`src/rtl/dmms_map.svh`:
```
// Address map, field positions, reset values and timing counts of the motion mode selector.
// Included by dmms_top, dmms_chan_cap, the checker and the testbench; holds definitions only.
`ifndef DMMS_MAP_SVH
`define DMMS_MAP_SVH

// APB register byte offsets
`define DMMS_REG_CTRL 8'h00
`define DMMS_REG_STATUS 8'h04
`define DMMS_REG_TARGET 8'h08
`define DMMS_REG_SPEED 8'h0c
`define DMMS_REG_CHAN 8'h10

// CTRL fields
`define DMMS_CTRL_AUTO 0
`define DMMS_CTRL_HOME 1
`define DMMS_CTRL_RST 1'b1

// STATUS fields
`define DMMS_ST_HOMED 0
`define DMMS_ST_LINK 1
`define DMMS_ST_LOST 2
`define DMMS_ST_MOTOR 3
`define DMMS_ST_DIR 4
`define DMMS_ST_HOMING 5
`define DMMS_ST_MODE 8

// Mode selector positions
`define DMMS_SEL_POS_SLOW 4'h1
`define DMMS_SEL_POS_MED 4'h2
`define DMMS_SEL_POS_FAST 4'h3
`define DMMS_SEL_MAN_CW 4'h7
`define DMMS_SEL_MAN_CCW 4'h8

// Channel block
`define DMMS_NUM_CH 6
`define DMMS_ADDR_MIN 10'h001
`define DMMS_ADDR_MAX 10'h1f9

// Speed ramp steps per clock, slow smallest, and the homing speed
`define DMMS_STEP_SLOW 16'h0004
`define DMMS_STEP_MED 16'h0010
`define DMMS_STEP_FAST 16'h0040
`define DMMS_HOME_SPEED 16'h2000

// Timing
`define DMMS_CLK_MHZ 250
`define DMMS_LOSS_MS 1000
`define DMMS_FLASH_MS 250
`define DMMS_LOSS_CYC (`DMMS_LOSS_MS * 1000 * `DMMS_CLK_MHZ)
`define DMMS_FLASH_CYC (`DMMS_FLASH_MS * 1000 * `DMMS_CLK_MHZ)

`endif

```
`src/rtl/dmms_pkg.sv`:
```
// Types shared by the motion mode selector files.
// Assumes the constants of dmms_map.svh for all numbers.
package dmms_pkg;

  typedef struct packed {
    logic [15:0] target_pos;
    logic [7:0] speed_lim;
    logic [7:0] cw_ch;
    logic [7:0] ccw_ch;
    logic [7:0] mode_ch;
  } dmms_chan_t;

  typedef enum logic [1:0] {MK_NEUTRAL, MK_POS, MK_CW, MK_CCW} dmms_kind_t;

  typedef enum logic {HOME_IDLE, HOME_SEEK} dmms_home_st_t;

endpackage

```
`src/rtl/dmms_top.sv`:
```
// Mode selection and supervision of a DMX-controlled rotating shaft unit, with APB registers.
// Assumes a DMX receiver giving decoded slots, a shaft position input and a home sensor.
//
// Implementation choices: the APB slave port and the placing of the registers.
`timescale 1ns/1ps
`default_nettype none
`include "dmms_map.svh"
module dmms_top
  import dmms_pkg::*;
#(
  parameter int unsigned LOSS_CYCLES = `DMMS_LOSS_CYC,
  parameter int unsigned FLASH_CYCLES = `DMMS_FLASH_CYC
) (
  input wire logic clk_i,
  input wire logic nrst_i,
  input wire logic ce_i,
  // APB slave
  input wire logic psel_i,
  input wire logic penable_i,
  input wire logic pwrite_i,
  input wire logic [7:0] paddr_i,
  input wire logic [31:0] pwdata_i,
  output logic [31:0] prdata_o,
  output logic pready_o,
  output logic pslverr_o,
  // Local selectors and sensors
  input wire logic [3:0] mode_sel_i,
  input wire logic [9:0] addr_sel_i,
  input wire logic home_btn_i,
  input wire logic home_sensor_i,
  input wire logic pwr_fail_i,
  input wire logic [15:0] shaft_pos_i,
  // Decoded DMX slots
  input wire logic slot_valid_i,
  input wire logic [9:0] slot_num_i,
  input wire logic [7:0] slot_data_i,
  input wire logic frame_end_i,
  input wire logic frame_err_i,
  // Motor drive and indicators
  output logic motor_en_o,
  output logic motor_dir_cw_o,
  output logic [15:0] motor_speed_o,
  output logic [15:0] target_pos_o,
  output logic dmx_led_o,
  output logic homed_o
);
  logic [1:0] rst_sync;
  logic rst_n;
  dmms_chan_t chan;
  logic frame_ok;
  logic [27:0] loss_cnt;
  logic link_ok;
  logic lost_flag;
  logic [27:0] flash_cnt;
  logic flash;
  logic ctrl_auto;
  logic home_req;
  dmms_home_st_t home_st;
  logic homed;
  logic home_start;
  dmms_kind_t kind;
  logic [15:0] step;
  logic blackout;
  logic req_cw;
  logic [15:0] req_speed;
  logic dir_cw;
  logic [15:0] ramp_target;
  logic hard_stop;
  logic [15:0] speed;
  logic apb_wr;
  logic apb_setup;
  logic addr_hit;
  logic [31:0] next_rdata;

  // Reset release through two flip-flops
  always_ff @(posedge clk_i or negedge nrst_i) begin
    if (!nrst_i) begin
      rst_sync <= 2'b00;
    end else begin
      rst_sync <= {rst_sync[0], 1'b1};
    end
  end
  assign rst_n = rst_sync[1];

  dmms_chan_cap u_cap (
    .clk_i(clk_i),
    .rst_n_i(rst_n),
    .ce_i(ce_i),
    .start_addr_i(addr_sel_i),
    .slot_valid_i(slot_valid_i),
    .slot_num_i(slot_num_i),
    .slot_data_i(slot_data_i),
    .frame_end_i(frame_end_i),
    .frame_err_i(frame_err_i),
    .chan_o(chan),
    .frame_ok_o(frame_ok)
  );

  // Link watchdog: restarted by every good frame of our block
  always_ff @(posedge clk_i or negedge rst_n) begin
    if (!rst_n) begin
      loss_cnt <= 28'h0000000;
      link_ok <= 1'b0;
    end else if (ce_i) begin
      if (frame_ok) begin
        loss_cnt <= 28'h0000000;
        link_ok <= 1'b1;
      end else if (loss_cnt >= 28'(LOSS_CYCLES - 1)) begin
        link_ok <= 1'b0;
      end else begin
        loss_cnt <= loss_cnt + 28'h0000001;
      end
    end
  end

  // Sticky loss flag; a new loss in the clearing cycle still sets it
  always_ff @(posedge clk_i or negedge rst_n) begin
    if (!rst_n) begin
      lost_flag <= 1'b0;
    end else if (ce_i) begin
      if (link_ok && loss_cnt >= 28'(LOSS_CYCLES - 1) && !frame_ok) begin
        lost_flag <= 1'b1;
      end else if (apb_wr && paddr_i == `DMMS_REG_STATUS && pwdata_i[`DMMS_ST_LOST]) begin
        lost_flag <= 1'b0;
      end
    end
  end

  // LED blink timebase
  always_ff @(posedge clk_i or negedge rst_n) begin
    if (!rst_n) begin
      flash_cnt <= 28'h0000000;
      flash <= 1'b0;
    end else if (ce_i) begin
      if (flash_cnt >= 28'(FLASH_CYCLES - 1)) begin
        flash_cnt <= 28'h0000000;
        flash <= !flash;
      end else begin
        flash_cnt <= flash_cnt + 28'h0000001;
      end
    end
  end

  always_ff @(posedge clk_i or negedge rst_n) begin
    if (!rst_n) begin
      dmx_led_o <= 1'b0;
    end else if (ce_i) begin
      dmx_led_o <= link_ok ? 1'b1 : flash;
    end
  end

  // Mode from the local selector only
  always_comb begin
    case (mode_sel_i)
      `DMMS_SEL_POS_SLOW: begin
        kind = MK_POS;
        step = `DMMS_STEP_SLOW;
      end
      `DMMS_SEL_POS_MED: begin
        kind = MK_POS;
        step = `DMMS_STEP_MED;
      end
      `DMMS_SEL_POS_FAST: begin
        kind = MK_POS;
        step = `DMMS_STEP_FAST;
      end
      `DMMS_SEL_MAN_CW: begin
        kind = MK_CW;
        step = `DMMS_STEP_MED;
      end
      `DMMS_SEL_MAN_CCW: begin
        kind = MK_CCW;
        step = `DMMS_STEP_MED;
      end
      default: begin
        kind = MK_NEUTRAL;
        step = `DMMS_STEP_MED;
      end
    endcase
  end

  // Position reset: manual button, software request or automatic on entering positioning
  assign home_start = (home_btn_i || home_req || (ctrl_auto && !homed)) && kind == MK_POS;

  always_ff @(posedge clk_i or negedge rst_n) begin
    if (!rst_n) begin
      home_st <= HOME_IDLE;
    end else if (ce_i) begin
      case (home_st)
        HOME_IDLE: begin
          if (home_start && !pwr_fail_i) begin
            home_st <= HOME_SEEK;
          end
        end
        HOME_SEEK: begin
          if (pwr_fail_i || kind != MK_POS || home_sensor_i) begin
            home_st <= HOME_IDLE;
          end
        end
        default: begin
          home_st <= HOME_IDLE;
        end
      endcase
    end
  end

  // Cleared at power-up by reset and on any supply loss
  always_ff @(posedge clk_i or negedge rst_n) begin
    if (!rst_n) begin
      homed <= 1'b0;
    end else if (ce_i) begin
      if (pwr_fail_i) begin
        homed <= 1'b0;
      end else if (home_st == HOME_SEEK && home_sensor_i) begin
        homed <= 1'b1;
      end
    end
  end
  assign homed_o = homed;

  // Desk blackout: every channel of the block at zero
  assign blackout = (chan == '0);

  // Requested direction and speed per mode
  always_comb begin
    req_cw = 1'b1;
    req_speed = 16'h0000;
    hard_stop = 1'b0;
    case (kind)
      MK_CW: begin
        req_cw = 1'b1;
        req_speed = {addr_sel_i, 6'h00};
      end
      MK_CCW: begin
        req_cw = 1'b0;
        req_speed = {addr_sel_i, 6'h00};
      end
      MK_POS: begin
        if (home_st == HOME_SEEK) begin
          req_cw = 1'b1;
          req_speed = `DMMS_HOME_SPEED;
        end else if (!homed) begin
          hard_stop = 1'b1;
        end else if (!link_ok || blackout || chan.speed_lim == 8'h00) begin
          hard_stop = 1'b1;
        end else begin
          req_cw = chan.target_pos > shaft_pos_i;
          req_speed = (chan.target_pos == shaft_pos_i) ? 16'h0000 : {chan.speed_lim, 8'h00};
        end
      end
      default: begin
        hard_stop = 1'b1;
      end
    endcase
  end

  // Reversal only after the ramp has brought the shaft to rest
  assign ramp_target = (req_cw != dir_cw) ? 16'h0000 : req_speed;

  always_ff @(posedge clk_i or negedge rst_n) begin
    if (!rst_n) begin
      dir_cw <= 1'b1;
    end else if (ce_i) begin
      if (speed == 16'h0000) begin
        dir_cw <= req_cw;
      end
    end
  end

  dmms_ramp u_ramp (
    .clk_i(clk_i),
    .rst_n_i(rst_n),
    .ce_i(ce_i),
    .stop_i(hard_stop),
    .target_i(ramp_target),
    .step_i(step),
    .speed_o(speed)
  );

  always_ff @(posedge clk_i or negedge rst_n) begin
    if (!rst_n) begin
      motor_en_o <= 1'b0;
      motor_dir_cw_o <= 1'b1;
      motor_speed_o <= 16'h0000;
      target_pos_o <= 16'h0000;
    end else if (ce_i) begin
      motor_en_o <= !hard_stop;
      motor_dir_cw_o <= dir_cw;
      motor_speed_o <= hard_stop ? 16'h0000 : speed;
      target_pos_o <= chan.target_pos;
    end
  end

  // APB slave: zero wait states while enabled; stalls when the clock enable is low
  assign apb_setup = psel_i && !penable_i;
  assign apb_wr = psel_i && penable_i && pwrite_i && ce_i;
  assign addr_hit = paddr_i == `DMMS_REG_CTRL || paddr_i == `DMMS_REG_STATUS ||
                    paddr_i == `DMMS_REG_TARGET || paddr_i == `DMMS_REG_SPEED ||
                    paddr_i == `DMMS_REG_CHAN;
  assign pready_o = ce_i;
  assign pslverr_o = psel_i && penable_i && !addr_hit;

  always_ff @(posedge clk_i or negedge rst_n) begin
    if (!rst_n) begin
      ctrl_auto <= `DMMS_CTRL_RST;
      home_req <= 1'b0;
    end else if (ce_i) begin
      home_req <= 1'b0;
      if (apb_wr && paddr_i == `DMMS_REG_CTRL) begin
        ctrl_auto <= pwdata_i[`DMMS_CTRL_AUTO];
        home_req <= pwdata_i[`DMMS_CTRL_HOME];
      end
    end
  end

  always_comb begin
    next_rdata = 32'h00000000;
    case (paddr_i)
      `DMMS_REG_CTRL: next_rdata[`DMMS_CTRL_AUTO] = ctrl_auto;
      `DMMS_REG_STATUS: begin
        next_rdata[`DMMS_ST_HOMED] = homed;
        next_rdata[`DMMS_ST_LINK] = link_ok;
        next_rdata[`DMMS_ST_LOST] = lost_flag;
        next_rdata[`DMMS_ST_MOTOR] = motor_en_o;
        next_rdata[`DMMS_ST_DIR] = dir_cw;
        next_rdata[`DMMS_ST_HOMING] = home_st == HOME_SEEK;
        next_rdata[`DMMS_ST_MODE +: 4] = mode_sel_i;
      end
      `DMMS_REG_TARGET: next_rdata[15:0] = chan.target_pos;
      `DMMS_REG_SPEED: next_rdata[15:0] = speed;
      `DMMS_REG_CHAN: next_rdata = {chan.speed_lim, chan.cw_ch, chan.ccw_ch, chan.mode_ch};
      default: next_rdata = 32'h00000000;
    endcase
  end

  always_ff @(posedge clk_i or negedge rst_n) begin
    if (!rst_n) begin
      prdata_o <= 32'h00000000;
    end else if (ce_i && apb_setup) begin
      prdata_o <= next_rdata;
    end
  end
endmodule
`default_nettype wire

```
`src/rtl/dmms_chan_cap.sv`:
```
// Captures the six DMX slots of this unit's channel block and commits them per good frame.
// Assumes a DMX receiver delivering decoded slots, numbered from 1, plus a frame-end strobe.
`timescale 1ns/1ps
`default_nettype none
`include "dmms_map.svh"
module dmms_chan_cap
  import dmms_pkg::*;
(
  input wire logic clk_i,
  input wire logic rst_n_i,
  input wire logic ce_i,
  input wire logic [9:0] start_addr_i,
  input wire logic slot_valid_i,
  input wire logic [9:0] slot_num_i,
  input wire logic [7:0] slot_data_i,
  input wire logic frame_end_i,
  input wire logic frame_err_i,
  output dmms_chan_t chan_o,
  output logic frame_ok_o
);
  logic [7:0] shadow [`DMMS_NUM_CH];
  logic [`DMMS_NUM_CH-1:0] seen;
  logic addr_ok;

  assign addr_ok = (start_addr_i >= `DMMS_ADDR_MIN) && (start_addr_i <= `DMMS_ADDR_MAX);

  // Only slots of our own block are taken; units on the same address act alike
  genvar i;
  generate
    for (i = 0; i < `DMMS_NUM_CH; i++) begin : g_slot
      always_ff @(posedge clk_i or negedge rst_n_i) begin
        if (!rst_n_i) begin
          shadow[i] <= 8'h00;
          seen[i] <= 1'b0;
        end else if (ce_i) begin
          if (frame_end_i) begin
            seen[i] <= 1'b0;
          end else if (slot_valid_i && addr_ok &&
                       slot_num_i == start_addr_i + 10'(i)) begin
            shadow[i] <= slot_data_i;
            seen[i] <= 1'b1;
          end
        end
      end
    end
  endgenerate

  always_ff @(posedge clk_i or negedge rst_n_i) begin
    if (!rst_n_i) begin
      chan_o <= '0;
      frame_ok_o <= 1'b0;
    end else if (ce_i) begin
      frame_ok_o <= frame_end_i && !frame_err_i && (&seen);
      if (frame_end_i && !frame_err_i && (&seen)) begin
        chan_o.target_pos <= {shadow[0], shadow[1]};
        chan_o.speed_lim <= shadow[2];
        chan_o.cw_ch <= shadow[3];
        chan_o.ccw_ch <= shadow[4];
        chan_o.mode_ch <= shadow[5];
      end
    end
  end
endmodule
`default_nettype wire

```
`src/rtl/dmms_ramp.sv`:
```
// Rate limiter: moves the speed command toward its target by at most one step per clock.
// Assumes the caller picks the step; a stop input zeroes the command at once.
`timescale 1ns/1ps
`default_nettype none
module dmms_ramp (
  input wire logic clk_i,
  input wire logic rst_n_i,
  input wire logic ce_i,
  input wire logic stop_i,
  input wire logic [15:0] target_i,
  input wire logic [15:0] step_i,
  output logic [15:0] speed_o
);
  logic [16:0] up;
  logic [16:0] down;

  assign up = {1'b0, speed_o} + {1'b0, step_i};
  assign down = {1'b0, speed_o} - {1'b0, step_i};

  always_ff @(posedge clk_i or negedge rst_n_i) begin
    if (!rst_n_i) begin
      speed_o <= 16'h0000;
    end else if (ce_i) begin
      if (stop_i) begin
        speed_o <= 16'h0000;
      end else if (speed_o < target_i) begin
        speed_o <= (up[16] || up[15:0] > target_i) ? target_i : up[15:0];
      end else if (speed_o > target_i) begin
        speed_o <= (down[16] || down[15:0] < target_i) ? target_i : down[15:0];
      end
    end
  end
endmodule
`default_nettype wire

```
`config.mk`:
```
export PLATFORM = sky130hd
export DESIGN_NAME = dmms_top
export DESIGN_NICKNAME = d
export VERILOG_FILES = /design/src/rtl/dmms_pkg.sv /design/src/rtl/dmms_top.sv /design/src/rtl/dmms_chan_cap.sv /design/src/rtl/dmms_ramp.sv
export VERILOG_INCLUDE_DIRS = /design/src /design/src/rtl
export SDC_FILE = /design/constraint.sdc
export NUM_CORES = 1
export LEC_CHECK = 0
export BUFFER_PORTS_ARGS = -buffer_cell sky130_fd_sc_hd__buf_4
export CORE_MARGIN = 5
export CORE_UTILIZATION = 35
export DETAILED_ROUTE_END_ITERATION = 10
export SLEW_MARGIN = 20
export SYNTH_ARGS = -nofsm -noshare
export SYNTH_HDL_FRONTEND = slang
export SYNTH_SLANG_ARGS = --single-unit
```
`constraint.sdc`:
```
create_clock -name clk_i -period 14.69 [get_ports clk_i]
set_clock_uncertainty 0.2 [all_clocks]
set_input_delay 2.938 -clock clk_i [delete_from_list [all_inputs] [get_ports clk_i]]
set_output_delay 2.938 -clock clk_i [all_outputs]
set_load 0.02 [all_outputs]
```
# Word-level counts from Yosys, hierarchy flattened

Cells that the tools add are included.

Register bits: 252
Input port bits: 100
Output and inout bits: 70
Word-level logic and storage cells: 216

Add/subtract/negate cells: 9
Order comparisons: 9
Equal/unequal tests: 22
Muxes and demuxes: 54
Bitwise gates (word level): 2
Reductions and logical operators: 84

Operators with widths:

| kind                                                                | number |
|---|---|
| two-way mux 16 bit                                                  | 12 |
| two-way mux 28 bit                                                  | 3 |
| == test 10 bit                                                      | 6 |
| adder 28 x 1 -> 28 bit, second input constant                       | 2 |
| > comparator 16 bit                                                 | 3 |
| logical NOT 48 bit                                                  | 1 |
| less-than comparator 16 bit                                         | 2 |
| one-hot mux 16 bit (2 select lines)                                 | 1 |
| AND reduction 2 bit                                                 | 15 |
| greater-or-equal comparator 28 x 26 -> 1 bit, second input constant | 1 |
| greater-or-equal comparator 28 bit, second input constant           | 1 |
| two-way mux 1 bit                                                   | 28 |
| logical AND 1 bit                                                   | 25 |
| adder 10 x 2 -> 10 bit, second input constant                       | 2 |
| adder 10 x 3 -> 10 bit, second input constant                       | 2 |
| one-hot mux 5 bit (4 select lines)                                  | 1 |
| AND reduction 3 bit                                                 | 6 |
| nonzero test 2 bit                                                  | 9 |
| adder 16 x 7 -> 17 bit                                              | 1 |
| subtractor 16 x 7 -> 17 bit                                         | 1 |
| == test 16 bit                                                      | 1 |
| == test 8 x 4 -> 1 bit, second input constant                       | 2 |
| logical NOT 16 bit                                                  | 1 |
| logical NOT 8 bit                                                   | 2 |
| 26 further kinds                                                    | 52 |

# Depth between registers and ports, before layout

Word-level depth: 15
Mapped depth: 23
Mapped depth without buffers: 20

# Cells and area by module

Synthesis repeated with hierarchy kept, for this count alone.

Cells, all modules: 1,661
Area total of the unflattened synthesis: 16,040.4 µm²

Modules (own cells, without submodules):

| module        | times used | cells each | area each (µm²) | sequential area each (µm²) |
|---|---|---|---|---|
| dmms_top      | 1          | 749        | 7,085.5         | 3,331.9 |
| dmms_chan_cap | 1          | 408        | 5,113.7         | 2,577.5 |
| dmms_ramp     | 1          | 504        | 3,841.2         | 400.4 |

# Least setup slack after synthesis

No wires, ideal clock.

Path type: input port to output port
From: in paddr_i[0]
To: out pslverr_o
Data arrival time: 4.670 ns
Required time: 11.552 ns
Path slack: 6.882 ns
Stages on the path: 5
Buffers on the path: 2
Cells stage by stage: or4_1 -> nor3_1 -> clkbuf_1 -> clkbuf_1 -> nor3_1

Longest elaborated chain between the ends: 7
Elaborated cells on any way between the ends: 11
Classes of those cells: eq/ne: 4; reduce/logical: 7

RTL lines:

| item                                                        | RTL line        | RTL |
|---|---|---|
| from (decl)                                                 | dmms_top.sv:21  | `input wire logic [7:0] paddr_i,` |
| == test 8 x 3 -> 1 bit or logical NOT 8 bit (tied branches) | -               |  |
| logical OR 1 bit (no line) (3 in a row)                     | -               |  |
| logical OR 1 bit (no line) (*)                              | -               |  |
| logical NOT 1 bit (*)                                       | dmms_top.sv:301 | `assign pslverr_o = psel_i && penable_i && !addr_hit;` |
| logical AND 1 bit (*)                                       | dmms_top.sv:301 |  |
| to (decl)                                                   | dmms_top.sv:25  | `output logic pslverr_o,` |

Every way passes the cells marked *; elsewhere a longest branch is shown, timed or not.

# Worst setup path in the final report

From: in shaft_pos_i[13]
To: reg u_ramp.speed_o[12]

Longest elaborated chain between the ends: 13
Elaborated cells on any way between the ends: 26
Classes of those cells: order compare: 5; eq/ne: 2; mux: 15; reduce/logical: 4

RTL lines:

| item                                                                         | RTL line                         | RTL |
|---|---|---|
| from (decl)                                                                  | dmms_top.sv:32                   | `input wire logic [15:0] shaft_pos_i,` |
| > comparator 16 bit or == test 16 bit (tied branches)                        | dmms_top.sv:247, dmms_top.sv:248 |  |
| two-way mux 1 bit or two-way mux 16 bit (tied branches)                      | dmms_top.sv:244, dmms_top.sv:248 |  |
| two-way mux 1 bit or two-way mux 16 bit (tied branches)                      | dmms_top.sv:242, dmms_top.sv:244 |  |
| two-way mux 1 bit or two-way mux 16 bit (tied branches)                      | dmms_top.sv:239, dmms_top.sv:242 |  |
| one-hot mux 1 bit (2 select lines) or two-way mux 16 bit (tied branches)     | dmms_top.sv:229, dmms_top.sv:239 |  |
| inequality test 1 bit or one-hot mux 16 bit (2 select lines) (tied branches) | dmms_top.sv:258, dmms_top.sv:229 |  |
| two-way mux 16 bit (*)                                                       | dmms_top.sv:258                  | `assign ramp_target = (req_cw != dir_cw) ? 16'h0000 : req_speed;` |
| less-than comparator 16 bit                                                  | dmms_ramp.sv:29                  | `speed_o <= (down[16] \|\| down[15:0] < target_i) ? target_i : down[15:0];` |
| logical OR 1 bit                                                             | dmms_ramp.sv:29                  |  |
| two-way mux 16 bit                                                           | dmms_ramp.sv:29                  |  |
| two-way mux 16 bit                                                           | dmms_ramp.sv:28                  | `end else if (speed_o > target_i) begin` |
| two-way mux 16 bit                                                           | dmms_ramp.sv:26                  | `end else if (speed_o < target_i) begin` |
| two-way mux 16 bit                                                           | dmms_ramp.sv:24                  | `if (stop_i) begin` |
| to (signal assigned)                                                         | dmms_ramp.sv:27                  | `speed_o <= (up[16] \|\| up[15:0] > target_i) ? target_i : up[15:0];` |
| to (signal assigned)                                                         | dmms_ramp.sv:29                  |  |
| to (decl)                                                                    | dmms_ramp.sv:12                  | `output logic [15:0] speed_o` |

Every way passes the cells marked *; elsewhere a longest branch is shown, timed or not. The select of a mux whose other input is x is not followed.
A chain may end at the register's enable or synchronous reset.

==> flow_summary.ini <==
[clock_tree]
clock_sinks = 249
cts_setup_buffers = 0
htree_levels = 1
ctsResizeCount = 0
clock_path_buffers = 3
cts-root-buf = clkbuf_16
cts_tree = built
cts_made_buffers = 28
insertion_delay_ns = 0.54
clk_pin_slew_worst_paths_ns = 0.06
holdBufCountCts = 0

[logic_synthesis]
synth_top_area_cell = dfrtp_1
synth_seq_area_share = 0.455
synth_area_leaders = dfrtp_1 (45%), mux2_2 (9.2%), ha_1 (5.9%)
synth_seq_cells = 249
ys_warn_count = 0
synth_edf_count = 0
async_reset_ff_frac = 1.00
synth_area_mm2 = 0.0137
syn_inst = 1396
synth.distinct_cells = 73
synth_top_area_frac = 0.449
synthFlopType = dfrtp_1
syn-num-nets = 1561
syn_area_per_cell_um2 = 9.82

[timing]
finalWorstSetupSlack_ns = 6.79
worst_pin_slew_ns = 1.05
rsz0062_at_grt = no
relSlewSlack = 0.299
period_needed_ns = 7.90
slew_violations = 0
fmax_mhz = 127
setup_tns_ns = 0
setup_viol_count_final = 0
hold_viol_final = 0
fin_crit_sh = 0.538

[global_routing]
grt_pass1_vias = 11010
track_usage = 0.173
grt_pass1_wl_um = 61400
grt_antenna_before_repair = 1
grt_max_degree = 79
gr-total-overflow = 0

[routing]
dr.pass1.iters = 6
drtIter0Drc = 690
ant_nets = 0
wl_per_cell_um = 18.8
vias_per_cell = 5.33
vias = 10920
drc_errors = 0
totalWireLength_um = 38600

[die]
start_util = 0.354
die_h_um = 208
die-width_um = 208
rows = 72
coreArea_mm2 = 0.0387
io_pins = 170
dieArea_mm2 = 0.0432

[pwr]
peakVddDrop_uv = 101
p_per_area_mw_per_mm2 = 145
p_leak_nw = 7.59
total_power_mw = 2.34

[setup_path]
endpoint_kind = register
cp-start-kind = input pin
critPathTopFamily = compound AO/OA/AOI/OAI gates
required_ns = 14.88
max_stage_delay_ns = 0.71
worstSetupPathType = in2reg
path_buf_inv = 3
cp_max_fo = 12
path_cells = buf_4, inv_1, ha_1, a211oi_1, nor2_1, nor4_1, a21oi_1, xnor2_1, nor2_1, a22oi_1, ha_1, o21ai_0, a21oi_1, a2111oi_0, o31ai_1, buf_4, and3_1, or2_1, a221oi_2, o41ai_1
critPathSlowestCell = nor4_1
crit_arrival_ns = 8.09

[finish]
nets = 1675
area_growth_pct = 17.8
drive_above_1_share = 0.212
diodes = 0

[place]
finalWeightedCongestion = 0.856
io_buffer_count = 140
place_ws_ns = 6.37
hpwl_um = 28300

[job]
cap_violations = 0

[status]
status = completed

[worst_hold_path]
hp-class = reg2async
-- cell type report --
cell class / count / area [um2]
fill: 3819 / 22600
timing repair buffer: 152 / 1140
tap: 518 / 648
sequential: 249 / 6240
clock buffer: 40 / 817
clock inverter: 11 / 95.1
multi-input combinational: 1018 / 6980
inverter: 61 / 229
-- through the flow --
stage          instance area (um2)  instances  hold WS [ns]  utilization
6_report                     16200       2049         0.136        0.417
5_1_grt                      16200       2049         0.156        0.417
4_1_cts                      16100       2049         0.154        0.417
3_5_place_dp                 15200       1998         0.140        0.393
3_3_place_gp                 15200       1998         0.136        0.393
2_1_floorplan                13700       1396         0.131            -
-- layer usage --
layer / vias up / wire (um) / GRT usage
met1: 5438 / 17900 / 0.236
met2: 243 / 17900 / 0.286
met3: 50 / 1990 / 0.0313
met4: 2 / 837 / 0.0435
met5: - / 15 / 0
li1: 5187 / - / -
-- power by group --
group | internal [mW] | total [mW] | switching, mW
Clock | 0.405 | 0.688 | 0.283
Sequential | 0.724 | 0.798 | 0.0743
Combinational | 0.336 | 0.851 | 0.515
-- state kept, by name, summed over array words and instances (netlist names), 2 cells and up --
| signal | flops |
|---|---|
| flash_cnt | 28 |
| loss_cnt | 28 |
| motor_speed_o | 15 |
| prdata_o | 32 |
| rst_sync | 2 |
| target_pos_o | 16 |
| u_cap.chan_o | 48 |
| u_cap.seen | 6 |
| u_cap.shadow | 48 |
| u_ramp.speed_o | 14 |
-- worst register-to-register path, delay by kind of cell, from the launching register on --
family,cells,cell delay (ns)
compound gates,9,2.14
simple gates,5,1.74
fa+ha+maj,2,0.67
flops,1,0.44
xor+xnor,1,0.30
buf+inv,1,0.21
-- synth_stat cells, drive strengths merged (15+ instances only) --
cell     count
dfrtp      246
nand2      178
nor2       120
mux2       112
o21ai       72
ha          65
inv         61
a21oi       60
xnor2       54
clkbuf      49
xor2        44
nor3        32
nand3       31
nand4       29
nor4        20
buf         19
mux2i       15
o2bb2ai     15
-- worst paths after layout --
kind | startpoint | endpoint | slack [ns] | depth (start not counted)
setup / recovery | shaft_pos_i[13] | u_ramp.speed_o[12] | 6.79 | 20
hold / removal | rst_sync[1] | loss_cnt[12] | 0.14 | 0
setup reg to reg | u_cap.chan_o[45] | u_ramp.speed_o[12] | 8.84 | 18
hold reg to reg | rst_sync[1] | loss_cnt[12] | 0.14 | 0
max in group asynchronous | rst_sync[1] | u_cap.shadow[43] | 11.87 | 2
min in group clk_i | rst_sync[0] | rst_sync[1] | 0.15 | 0
-- placed cells by master, fill, tap and decap left out, drive strengths merged, types with 20 or more instances in the layout --
master / instances
nand2: 178
a21oi: 60
nor2: 120
nor3: 32
xor2: 44
o21ai: 72
ha: 65
xnor2: 54
dfrtp: 246
nand3: 31
inv: 62
nor4: 20
nand4: 29
mux2: 112
clkbuf: 40
buf: 152
-- logic make-up (layout without fill, tap and decap cells) --
logic type / count (synthesis) / in the layout / share of synthesized area
xor gates and xnor gates: 98 / 98 / 0.0626
other: 1 / 1 / 0.000274
muxes: 127 / 127 / 0.103
and+or+nand+nor: 476 / 476 / 0.161
buffers and inverters: 129 / 264 / 0.0378
AOI/OAI and AO/OA: 251 / 251 / 0.121
DFF: 249 / 249 / 0.455
adders and majority gates: 65 / 65 / 0.0593
Note: power is estimated with default switching activity, not from simulation.
